### config.mk
export PLATFORM = sky130hd
export DESIGN_NAME = smbus_timing_core
export DESIGN_NICKNAME = d
export VERILOG_FILES = /design/src/core/smbus_timing_pkg.sv /design/src/core/line_sense_if.sv /design/src/core/smbus_timing_core.sv /design/src/core/line_sync.sv /design/src/core/tick_select.sv
export SDC_FILE = /design/constraint.sdc
export NUM_CORES = 1
export LEC_CHECK = 0
export BUFFER_PORTS_ARGS = -buffer_cell sky130_fd_sc_hd__buf_2
export CAP_MARGIN = 20
export CORE_UTILIZATION = 55
export CTS_CLUSTER_DIAMETER = 120
export DETAILED_ROUTE_END_ITERATION = 8
export PLACE_DENSITY = 0.83
export SYNTH_ARGS = -nofsm -noshare
export SYNTH_HDL_FRONTEND = slang
export SYNTH_SLANG_ARGS = --single-unit
### constraint.sdc
create_clock -name core_clk_i -period 5.77 [get_ports core_clk_i]
set_input_delay 0.577 -clock core_clk_i [delete_from_list [all_inputs] [get_ports core_clk_i]]
set_output_delay 0.577 -clock core_clk_i [all_outputs]
set_load 0.02 [all_outputs]
### src/core/smbus_timing_pkg.sv
// Shared constants of the two-wire timing core: register map, fields, reset values, counts.
// Assumes a 32-bit APB slave and a single core clock.
package smbus_timing_pkg;

    // ****************************************
    // Register map
    // ****************************************
    localparam logic [7:0] CTRL_OFS = 8'h00;
    localparam logic [7:0] DATA_OFS = 8'h04;
    localparam logic [7:0] STAT_OFS = 8'h08;

    // ****************************************
    // Control fields
    // ****************************************
    localparam int CTRL_MASTER_EN = 0;
    localparam int CTRL_SRC_LO = 1;
    localparam int CTRL_EXT_HOLD = 3;
    localparam int CTRL_TMO_EN = 4;
    localparam int CTRL_FREE_EN = 5;
    localparam int CTRL_W = 6;
    localparam logic [5:0] CTRL_RST = 6'h00;

    // ****************************************
    // Status fields
    // ****************************************
    localparam int STAT_FLAG = 0;
    localparam int STAT_ACK = 1;
    localparam int STAT_FREE = 2;
    localparam int STAT_SCL = 3;
    localparam int STAT_SDA = 4;
    localparam int STAT_ACK_PHASE = 5;

    // ****************************************
    // Counts in core clocks or source ticks, and the ack bit index
    // ****************************************
    localparam logic [3:0] HOLD_STD = 4'h3;
    localparam logic [3:0] HOLD_EXT = 4'hC;
    localparam logic [3:0] SETUP_STD = 4'h1;
    localparam logic [3:0] SETUP_EXT = 4'hB;
    localparam logic [1:0] LOW_TICKS = 2'h1;
    localparam logic [1:0] HIGH_TICKS = 2'h2;
    localparam logic [3:0] FREE_TICKS = 4'hA;
    localparam logic [3:0] ACK_BIT = 4'h8;

    typedef enum logic [2:0] {
        S_IDLE = 3'b000,
        S_HOLD = 3'b001,
        S_LOW = 3'b010,
        S_RISE = 3'b011,
        S_HIGH = 3'b100
    } eng_state_t;

endpackage : smbus_timing_pkg

### src/core/line_sense_if.sv
// Carries synchronised bus levels, SCL edges and the selected tick inside the core.
// Assumes all members live on the core clock.
`timescale 1ns/1ps
interface line_sense_if;
    logic scl;
    logic sda;
    logic scl_rise;
    logic scl_fall;
    logic tick;
    logic [1:0] tick_sel;
    logic tick_gate;

    modport sync_mp (output scl, output sda, output scl_rise, output scl_fall);
    modport tick_mp (input tick_sel, input tick_gate, output tick);
    modport core_mp (input scl, input sda, input scl_rise, input scl_fall, input tick,
                     output tick_sel, output tick_gate);
endinterface : line_sense_if

### src/core/smbus_timing_core.sv
// Timing core of a two-wire serial master: SCL generation, SDA spacing, timeouts.
// Assumes an APB master on core_clk_i and open-drain SCL/SDA resolved outside.
// How it works
// - Source tick used only as master or free-detect
// - Two-bit field picks one of four overflows
// - SCL low and high at least one tick
// - One bit per three ticks, high two
// - Bit rate never above minimum-time limit
// - Stretched SCL extends our low phase; contended SCL ends our high phase early
// - Normal spacing: setup one clock, hold three
// - Extended spacing: setup eleven, hold twelve clocks
// - Setup ends at SCL rise, hold starts at fall
// - Software delay lasts until flag is cleared
// - Software delay applies to MSB and ack
// - Timeout timer reloads high, counts while low
// - Bus free after over ten high ticks
`timescale 1ns/1ps
module smbus_timing_core (
    input wire logic core_clk_i,
    input wire logic rst_i,
    input wire logic psel_i,
    input wire logic penable_i,
    input wire logic pwrite_i,
    input wire logic [7:0] paddr_i,
    input wire logic [31:0] pwdata_i,
    output logic [31:0] prdata_o,
    output logic pready_o,
    output logic pslverr_o,
    input wire logic [3:0] overflow_i,
    input wire logic scl_i,
    output logic scl_o,
    output logic scl_oe_o,
    input wire logic sda_i,
    output logic sda_o,
    output logic sda_oe_o,
    output logic tmo_reload_o,
    output logic tmo_count_o,
    output logic bus_free_o
);
    line_sense_if lines ();

    line_sync u_sync (
        .core_clk_i (core_clk_i),
        .rst_i (rst_i),
        .scl_i (scl_i),
        .sda_i (sda_i),
        .lines (lines.sync_mp)
    );

    tick_select u_tick (
        .overflow_i (overflow_i),
        .lines (lines.tick_mp)
    );

    // ****************************************
    // APB register file
    // ****************************************
    logic [5:0] ctrl_q, ctrl_d;
    logic [7:0] tx_q, tx_d;
    logic ack_q, ack_d;
    logic [31:0] prdata_q, prdata_d;
    logic [7:0] rx_q, rx_d;
    logic flag_q, flag_d;
    logic wr_en, map_hit, flag_set;
    logic master_en, ext_hold, tmo_en, free_en;

    assign master_en = ctrl_q[smbus_timing_pkg::CTRL_MASTER_EN];
    assign ext_hold = ctrl_q[smbus_timing_pkg::CTRL_EXT_HOLD];
    assign tmo_en = ctrl_q[smbus_timing_pkg::CTRL_TMO_EN];
    assign free_en = ctrl_q[smbus_timing_pkg::CTRL_FREE_EN];
    assign lines.tick_sel = ctrl_q[smbus_timing_pkg::CTRL_SRC_LO +: 2];
    assign lines.tick_gate = master_en | free_en;

    assign map_hit = (paddr_i == smbus_timing_pkg::CTRL_OFS) ||
                     (paddr_i == smbus_timing_pkg::DATA_OFS) ||
                     (paddr_i == smbus_timing_pkg::STAT_OFS);
    assign wr_en = psel_i & penable_i & pwrite_i & map_hit;
    assign pready_o = 1'b1;
    assign pslverr_o = psel_i & penable_i & ~map_hit;
    assign prdata_o = prdata_q;

    // ****************************************
    // Bit engine state
    // ****************************************
    smbus_timing_pkg::eng_state_t state_q, state_d;
    logic [3:0] bit_q, bit_d;
    logic [3:0] cnt_q, cnt_d;
    logic [1:0] tick_cnt_q, tick_cnt_d;
    logic scl_drv_q, scl_drv_d;
    logic sda_drv_q, sda_drv_d;
    logic [3:0] free_cnt_q, free_cnt_d;
    logic bus_free_q, bus_free_d;
    logic tmo_rl_q, tmo_rl_d, tmo_ct_q, tmo_ct_d;
    logic cur_bit;
    logic [3:0] hold_len, setup_len;
    logic [3:0] cnt_inc;

    always_comb
    begin
        prdata_d = 32'h0000_0000;
        if (psel_i && !penable_i)
        begin
            case (paddr_i)
                smbus_timing_pkg::CTRL_OFS: prdata_d = {26'h000_0000, ctrl_q};
                smbus_timing_pkg::DATA_OFS: prdata_d = {24'h00_0000, rx_q};
                smbus_timing_pkg::STAT_OFS:
                begin
                    prdata_d[smbus_timing_pkg::STAT_FLAG] = flag_q;
                    prdata_d[smbus_timing_pkg::STAT_ACK] = ack_q;
                    prdata_d[smbus_timing_pkg::STAT_FREE] = bus_free_q;
                    prdata_d[smbus_timing_pkg::STAT_SCL] = lines.scl;
                    prdata_d[smbus_timing_pkg::STAT_SDA] = lines.sda;
                    prdata_d[smbus_timing_pkg::STAT_ACK_PHASE] =
                        (bit_q == smbus_timing_pkg::ACK_BIT);
                end
                default: prdata_d = 32'h0000_0000;
            endcase
        end
    end

    always_comb
    begin
        ctrl_d = ctrl_q;
        tx_d = tx_q;
        ack_d = ack_q;
        flag_d = flag_q;
        if (wr_en && paddr_i == smbus_timing_pkg::CTRL_OFS)
        begin
            ctrl_d = pwdata_i[smbus_timing_pkg::CTRL_W-1:0];
        end
        if (wr_en && paddr_i == smbus_timing_pkg::DATA_OFS)
        begin
            tx_d = pwdata_i[7:0];
        end
        if (wr_en && paddr_i == smbus_timing_pkg::STAT_OFS)
        begin
            ack_d = pwdata_i[smbus_timing_pkg::STAT_ACK];
            // Ack and clear in one write leaves no software delay
            if (pwdata_i[smbus_timing_pkg::STAT_FLAG])
            begin
                flag_d = 1'b0;
            end
        end
        // Hardware set wins over a clear in the same cycle
        if (flag_set)
        begin
            flag_d = 1'b1;
        end
        // Disabling the interface restarts the byte and drops the wait
        if (!master_en)
        begin
            flag_d = 1'b0;
        end
    end

    always_ff @(posedge core_clk_i)
    begin
        if (rst_i)
        begin
            ctrl_q <= smbus_timing_pkg::CTRL_RST;
            tx_q <= 8'h00;
            ack_q <= 1'b0;
            flag_q <= 1'b0;
            prdata_q <= 32'h0000_0000;
        end
        else
        begin
            ctrl_q <= ctrl_d;
            tx_q <= tx_d;
            ack_q <= ack_d;
            flag_q <= flag_d;
            prdata_q <= prdata_d;
        end
    end

    // ****************************************
    // SCL generation and SDA spacing
    // ****************************************
    assign cur_bit = (bit_q == smbus_timing_pkg::ACK_BIT) ? ack_q : tx_q[3'd7 - bit_q[2:0]];
    assign hold_len = ext_hold ? smbus_timing_pkg::HOLD_EXT : smbus_timing_pkg::HOLD_STD;
    assign setup_len = ext_hold ? smbus_timing_pkg::SETUP_EXT : smbus_timing_pkg::SETUP_STD;
    assign cnt_inc = (cnt_q == 4'hF) ? cnt_q : cnt_q + 4'h1;

    always_comb
    begin
        state_d = state_q;
        bit_d = bit_q;
        cnt_d = cnt_inc;
        tick_cnt_d = tick_cnt_q;
        scl_drv_d = scl_drv_q;
        sda_drv_d = sda_drv_q;
        rx_d = rx_q;
        flag_set = 1'b0;
        case (state_q)
            smbus_timing_pkg::S_IDLE:
            begin
                scl_drv_d = 1'b0;
                sda_drv_d = 1'b0;
                bit_d = 4'h0;
                if (master_en && !flag_q)
                begin
                    scl_drv_d = 1'b1;
                    cnt_d = 4'h0;
                    tick_cnt_d = 2'h0;
                    state_d = smbus_timing_pkg::S_HOLD;
                end
            end
            smbus_timing_pkg::S_HOLD:
            begin
                if (lines.tick)
                begin
                    tick_cnt_d = smbus_timing_pkg::LOW_TICKS;
                end
                // SDA frozen until hold spacing after the SCL fall has run out
                if (cnt_inc >= hold_len)
                begin
                    cnt_d = 4'h0;
                    state_d = smbus_timing_pkg::S_LOW;
                end
            end
            smbus_timing_pkg::S_LOW:
            begin
                if (lines.tick)
                begin
                    tick_cnt_d = smbus_timing_pkg::LOW_TICKS;
                end
                // New data is driven only once software has cleared the flag
                if (!flag_q && sda_drv_q != !cur_bit)
                begin
                    sda_drv_d = !cur_bit;
                    cnt_d = 4'h0;
                end
                else if (!flag_q && tick_cnt_q >= smbus_timing_pkg::LOW_TICKS &&
                         cnt_inc >= setup_len)
                begin
                    scl_drv_d = 1'b0;
                    state_d = smbus_timing_pkg::S_RISE;
                end
            end
            smbus_timing_pkg::S_RISE:
            begin
                // A slow slave holds SCL low; the high phase waits for it
                if (lines.scl)
                begin
                    tick_cnt_d = 2'h0;
                    rx_d = {rx_q[6:0], lines.sda};
                    state_d = smbus_timing_pkg::S_HIGH;
                end
            end
            smbus_timing_pkg::S_HIGH:
            begin
                if (lines.tick)
                begin
                    tick_cnt_d = tick_cnt_q + 2'h1;
                end
                // Ends on the second tick, or early if another master pulls SCL low
                if ((lines.tick && tick_cnt_q + 2'h1 == smbus_timing_pkg::HIGH_TICKS) ||
                    lines.scl_fall)
                begin
                    scl_drv_d = 1'b1;
                    cnt_d = 4'h0;
                    tick_cnt_d = 2'h0;
                    flag_set = (bit_q >= 4'h7);
                    bit_d = (bit_q == smbus_timing_pkg::ACK_BIT) ? 4'h0 : bit_q + 4'h1;
                    state_d = smbus_timing_pkg::S_HOLD;
                end
            end
            default:
            begin
                state_d = smbus_timing_pkg::S_IDLE;
            end
        endcase
        if (!master_en)
        begin
            state_d = smbus_timing_pkg::S_IDLE;
            scl_drv_d = 1'b0;
            sda_drv_d = 1'b0;
        end
    end

    // ****************************************
    // Free-bus detection and timeout timer gating
    // ****************************************
    always_comb
    begin
        free_cnt_d = free_cnt_q;
        if (!free_en || !lines.scl || !lines.sda)
        begin
            free_cnt_d = 4'h0;
        end
        else if (lines.tick && free_cnt_q <= smbus_timing_pkg::FREE_TICKS)
        begin
            free_cnt_d = free_cnt_q + 4'h1;
        end
        bus_free_d = (free_cnt_d > smbus_timing_pkg::FREE_TICKS);
        tmo_rl_d = tmo_en & lines.scl;
        tmo_ct_d = tmo_en & ~lines.scl;
    end

    always_ff @(posedge core_clk_i)
    begin
        if (rst_i)
        begin
            state_q <= smbus_timing_pkg::S_IDLE;
            bit_q <= 4'h0;
            cnt_q <= 4'h0;
            tick_cnt_q <= 2'h0;
            scl_drv_q <= 1'b0;
            sda_drv_q <= 1'b0;
            rx_q <= 8'h00;
            free_cnt_q <= 4'h0;
            bus_free_q <= 1'b0;
            tmo_rl_q <= 1'b0;
            tmo_ct_q <= 1'b0;
        end
        else
        begin
            state_q <= state_d;
            bit_q <= bit_d;
            cnt_q <= cnt_d;
            tick_cnt_q <= tick_cnt_d;
            scl_drv_q <= scl_drv_d;
            sda_drv_q <= sda_drv_d;
            rx_q <= rx_d;
            free_cnt_q <= free_cnt_d;
            bus_free_q <= bus_free_d;
            tmo_rl_q <= tmo_rl_d;
            tmo_ct_q <= tmo_ct_d;
        end
    end

    // Open drain: only ever pull low
    assign scl_o = 1'b0;
    assign sda_o = 1'b0;
    assign scl_oe_o = scl_drv_q;
    assign sda_oe_o = sda_drv_q;
    assign tmo_reload_o = tmo_rl_q;
    assign tmo_count_o = tmo_ct_q;
    assign bus_free_o = bus_free_q;

    // ****************************************
    // Checks
    // ****************************************
    logic [3:0] since_fall_h, since_sda_h;
    logic [1:0] low_ticks_h;

    always_ff @(posedge core_clk_i)
    begin
        if (rst_i || !scl_drv_q)
        begin
            since_fall_h <= 4'h0;
            low_ticks_h <= 2'h0;
        end
        else
        begin
            since_fall_h <= (since_fall_h == 4'hF) ? since_fall_h : since_fall_h + 4'h1;
            low_ticks_h <= (lines.tick && low_ticks_h != 2'h3) ? low_ticks_h + 2'h1
                                                                : low_ticks_h;
        end
        if (rst_i || sda_drv_d != sda_drv_q)
        begin
            since_sda_h <= 4'h0;
        end
        else
        begin
            since_sda_h <= (since_sda_h == 4'hF) ? since_sda_h : since_sda_h + 4'h1;
        end
    end
endmodule : smbus_timing_core

### src/core/line_sync.sv
// Two-flop synchronisers for SCL and SDA plus SCL edge detection.
// Assumes raw pin levels from outside the core clock domain.
`timescale 1ns/1ps
module line_sync (
    input wire logic core_clk_i,
    input wire logic rst_i,
    input wire logic scl_i,
    input wire logic sda_i,
    line_sense_if.sync_mp lines
);
    logic [1:0] raw;
    logic [1:0] meta_q;
    logic [1:0] sync_q;
    logic [1:0] prev_q;

    assign raw = {sda_i, scl_i};

    genvar g;
    generate
        for (g = 0; g < 2; g++)
        begin : g_line
            // Idle bus is high, so the chain resets high
            always_ff @(posedge core_clk_i)
            begin
                if (rst_i)
                begin
                    meta_q[g] <= 1'b1;
                    sync_q[g] <= 1'b1;
                    prev_q[g] <= 1'b1;
                end
                else
                begin
                    meta_q[g] <= raw[g];
                    sync_q[g] <= meta_q[g];
                    prev_q[g] <= sync_q[g];
                end
            end
        end
    endgenerate

    assign lines.scl = sync_q[0];
    assign lines.sda = sync_q[1];
    assign lines.scl_rise = sync_q[0] & ~prev_q[0];
    assign lines.scl_fall = ~sync_q[0] & prev_q[0];
endmodule : line_sync

### src/core/tick_select.sv
// Picks one of four overflow pulses as the bit-timing tick.
// Assumes the overflow pulses are one core clock wide and on the core clock.
`timescale 1ns/1ps
module tick_select (
    input wire logic [3:0] overflow_i,
    line_sense_if.tick_mp lines
);
    // Order: timer0, timer1, timer2 high byte, timer2 low byte
    assign lines.tick = overflow_i[lines.tick_sel] & lines.tick_gate;
endmodule : tick_select

==> flow_summary.yaml <==
clocking:
  setup_bufs_post_cts: 0
  worst_setup_hold_path_clk_slew_ps: 70
  post_cts_resize_count: 0
  cts_tree: "built"
  cts.path.max_buffers: 2
  cts_bufs_inserted: 9
  cts.hold.buffers_added: 0
  clkSinkCount: 59
  cts_root_buffer: "sky130_fd_sc_hd__clkbuf_8"
  htree_num_levels: 3
  clk_latency_ps: 340
timing:
  period_minus_slack_ps: 2750
  worst_slew_pin_slew_ps: 704
  finalHoldViolCount: 0
  setup_viol: 0
  setup_tns_ps: 0
  timing.clock.skew_ps: 11.8
  timing.max_slew.rel_slack_pct: 53.0
  rsz0062_at_grt: "false"
  timing_max_transition_violations_final: 0
  max_freq_ghz: 0.364
  period_share_pct: 47.6
worst_setup_path:
  worstPathArrival_ps: 3000
  r2r_cells: 9
  crit-reg2reg-capture: "state_q[0]$_SDFFE_PP0P_"
  reg2reg_from: "cnt_q[0]$_SDFF_PP0_"
  cp-start-kind: "flop"
  total_buffers_and_inverters_traversed_by_the_critical_path: 0
  crit_path_cell_trace: "ha_1 -> nand3_1 -> mux2_2 -> ha_1 -> nor2b_1 -> nor3_1 -> a2111oi_0 -> a31oi_1 -> a311oi_1"
  crit_required_ps: 6030
  critPathMaxFanout: 4
  worstSetupPathType: "flop to flop"
  timing.critical_path.max_delay_family: "compound AO/OA/AOI/OAI gates"
  worst_path_max_delay_cell: "sky130_fd_sc_hd__a2111oi_0"
  setup.worst_path.end_class: "flop"
  setup.reg_to_reg.worst_slack_ps: 3020
  most_frequent_cp_cell: "sky130_fd_sc_hd__ha_1"
  crit_path_start: "cnt_q[0]$_SDFF_PP0_"
  largest_incremental_delay_on_the_critical_path_ps: 580
global_routing:
  antenna_found_initial: 0
  groute.usage.overall_pct: 24.2
  grt_pass1_wl_mm: 11.4
  grt_max_degree: 41
  globalRoute.totalOverflow: 0
  grt_pass1_vias: 2453
synthesis:
  yosys.cell_types.count: 55
  synthesized_area_fraction_occupied_by_adder_cells_pct: 4.40
  synth_seq_cells: 59
  synth_xor_xnor_area_share_pct: 0.839
  post-synth-top-count-cell: "sky130_fd_sc_hd__dfxtp_1"
  synth_largest_area_cell: "sky130_fd_sc_hd__dfxtp_1"
  netlist_top_cells_count: "sky130_fd_sc_hd__dfxtp_1 (59), sky130_fd_sc_hd__nor2_1 (41), sky130_fd_sc_hd__nand2_1 (36), sky130_fd_sc_hd__buf_4 (28), sky130_fd_sc_hd__a21oi_1 (27)"
  synth_top_area_share_pct: 37.7
  synthesis.area_sq_um: 3130
  number_of_instances_in_the_synthesized_netlist: 365
  synthArstFlopShare_pct: 0
  synth_simple_gate_area_share_pct: 20.6
  synth_top_family_by_area: "simple AND/OR/NAND/NOR gates"
  yosys_warnings: 0
  syn-mean-instance-area_sq_um: 8.58
  yosys_most_used_dff: "sky130_fd_sc_hd__dfxtp_1"
  synth_compound_gate_area_share_pct: 15.9
  mux_cell_area_share_after_synthesis_pct: 9.95
  number_of_flops_mapped_to_enable_cells_by_yosys: 0
  ys_seq_area_share_pct: 37.7
  yosys-top-cells-area: "sky130_fd_sc_hd__dfxtp_1 (38%), sky130_fd_sc_hd__buf_4 (6.7%), sky130_fd_sc_hd__mux2i_1 (6.7%), sky130_fd_sc_hd__nor2_1 (4.9%), sky130_fd_sc_hd__ha_1 (4.4%)"
drt:
  post_route_ant_nets: 0
  route.detailed.vias_per_inst: 5.51
  drt_first_pass_iters: 4
  detailroute.via_count: 2612
  wl_per_cell_um: 14.4
  drc: 0
  detail_route.wirelength_mm: 6.80
  drt_iter0_markers: 146
floorplan:
  die-height_um: 77.4
  die-area_sq_um: 6000
  effective_utilization_at_floorplan_pct: 56.9
  fp.coreArea_sq_um: 5510
  rows: 27
  die_width_um: 77.4
  design.portCount: 92
placement:
  dp.final_hpwl_mm: 4.86
  placement.io_buffers: 40
  gp_congestion: 0.834
run:
  max_cap_violations: 0
hold_path:
  hold-path-cell-count: 2
  min-delay-start: "sda_i"
  worst_hold_path_type: "input port to flop"
  whs_endpoint: "u_sync.meta_q[1]$_SDFF_PP1_"
cells_and_area:
  layout-drive-gt1-share_pct: 19.2
  finalNetCount: 459
  antenna_diode_count: 0
  fillerInstances: 455
  synthToLayoutAreaGrowth_pct: 11.0
run_status:
  status: "finished, final reports clean"
pwr:
  power-per-cell-area_nw_per_um2: 264
  vdd.ir_drop.worst_v: 0.000215
  total_leakage_power_nw: 1.46
  p_total_mw: 0.916
==> worst max-delay path by stage <==
| stage | end | slack [ps] | cells past startpoint |
|---|---|---|---|
| after floorplan | cnt_q[2]$_SDFF_PP0_ | 3300 | 10 |
| after global placement | ctrl_q[4]$_SDFFE_PP0P_ | 2990 | 6 |
| after detailed placement | ctrl_q[3]$_SDFFE_PP0P_ | 2940 | 6 |
| after CTS | state_q[0]$_SDFFE_PP0P_ | 3020 | 9 |
| after global routing | state_q[0]$_SDFFE_PP0P_ | 2810 | 9 |
| final | state_q[0]$_SDFFE_PP0P_ | 3020 | 9 |
==> metal layers <==
metal,GRT usage (%),part of all wire [%],vias up
met5,0,0,-
met4,6.60,1.0,0
met3,8.24,5.3,10
met2,41.3,50,71
met1,28.8,44,1245
li1,-,-,1286
==> area by class of cell <==
class	count	area [sq um]	share of cell area, %
clock buffer	12	135	3.89
clock inverter	4	98.8	2.84
inverter	13	48.8	1.40
multi-input combinational	274	1720	49.5
sequential	59	1180	34.0
tap	72	90.1	2.59
timing repair buffer	40	200	5.76
==> cell usage in the layout, fill, tap and decap left out, drive strengths merged, types with 3 or more instances in the layout <==
master	n
nand2b	4
nand3b	3
a21oi	27
nand3	10
nand2	36
mux2i	21
a2bb2oi	4
or2	9
bufinv	3
a31o	3
a31oi	4
buf	40
or3	4
nor2	41
a211oi	3
conb	27
clkbuf	12
dfxtp	59
nor2b	6
a21o	3
mux4	3
and2	3
inv	13
o21ai	9
mux2	3
ha	11
==> logic make-up (layout without fill, tap and decap cells) <==
kind of cell             Yosys count  in the layout
AND/OR/NAND/NOR                  132            132
AO/OA/AOI/OAI                     74             74
XOR/XNOR                           3              3
adder cells (fa/ha/maj)           11             11
other                              2             27
multiplexers                      27             27
buffers and inverters             57             69
flip-flops                        59             59
==> registers in the layout, indices dropped and copies added, names as in the netlist <==
register	cells
tmo_count_o	1
free_cnt_q	4
bus_free_o	1
prdata_o	8
rx_q	8
scl_oe_o	1
sda_oe_o	1
flag_q	1
bit_q	4
cnt_q	4
tick_cnt_q	2
u_sync.meta_q	2
ctrl_q	6
u_sync.lines.scl	1
tmo_reload_o	1
u_sync.prev_q	1
tx_q	8
ack_q	1
state_q	3
u_sync.lines.sda	1
==> report_power, final <==
| group | internal, mW | switching (mW) | total (mW) |
|---|---|---|---|
| combinational | 0.0175 | 0.0380 | 0.0554 |
| clock | 0.288 | 0.159 | 0.447 |
| sequential | 0.411 | 0.00283 | 0.413 |
| total | 0.716 | 0.200 | 0.916 |
==> through the flow <==
step / cell area (sq um) / worst slack, ps / instances / hold WS (ps) / util, %
finish: 3470 / 3020 / 474 / 417 / 63.1
global placement: 3240 / 2990 / 458 / 394 / 58.9
detailed placement: 3240 / 2940 / 458 / 402 / 58.9
CTS: 3470 / 3020 / 474 / 406 / 63.1
floorplan: 3220 / 3300 / 390 / 389 / -
global route: 3470 / 2810 / 474 / 406 / 63.1
(Power assumes the default switching activity.)
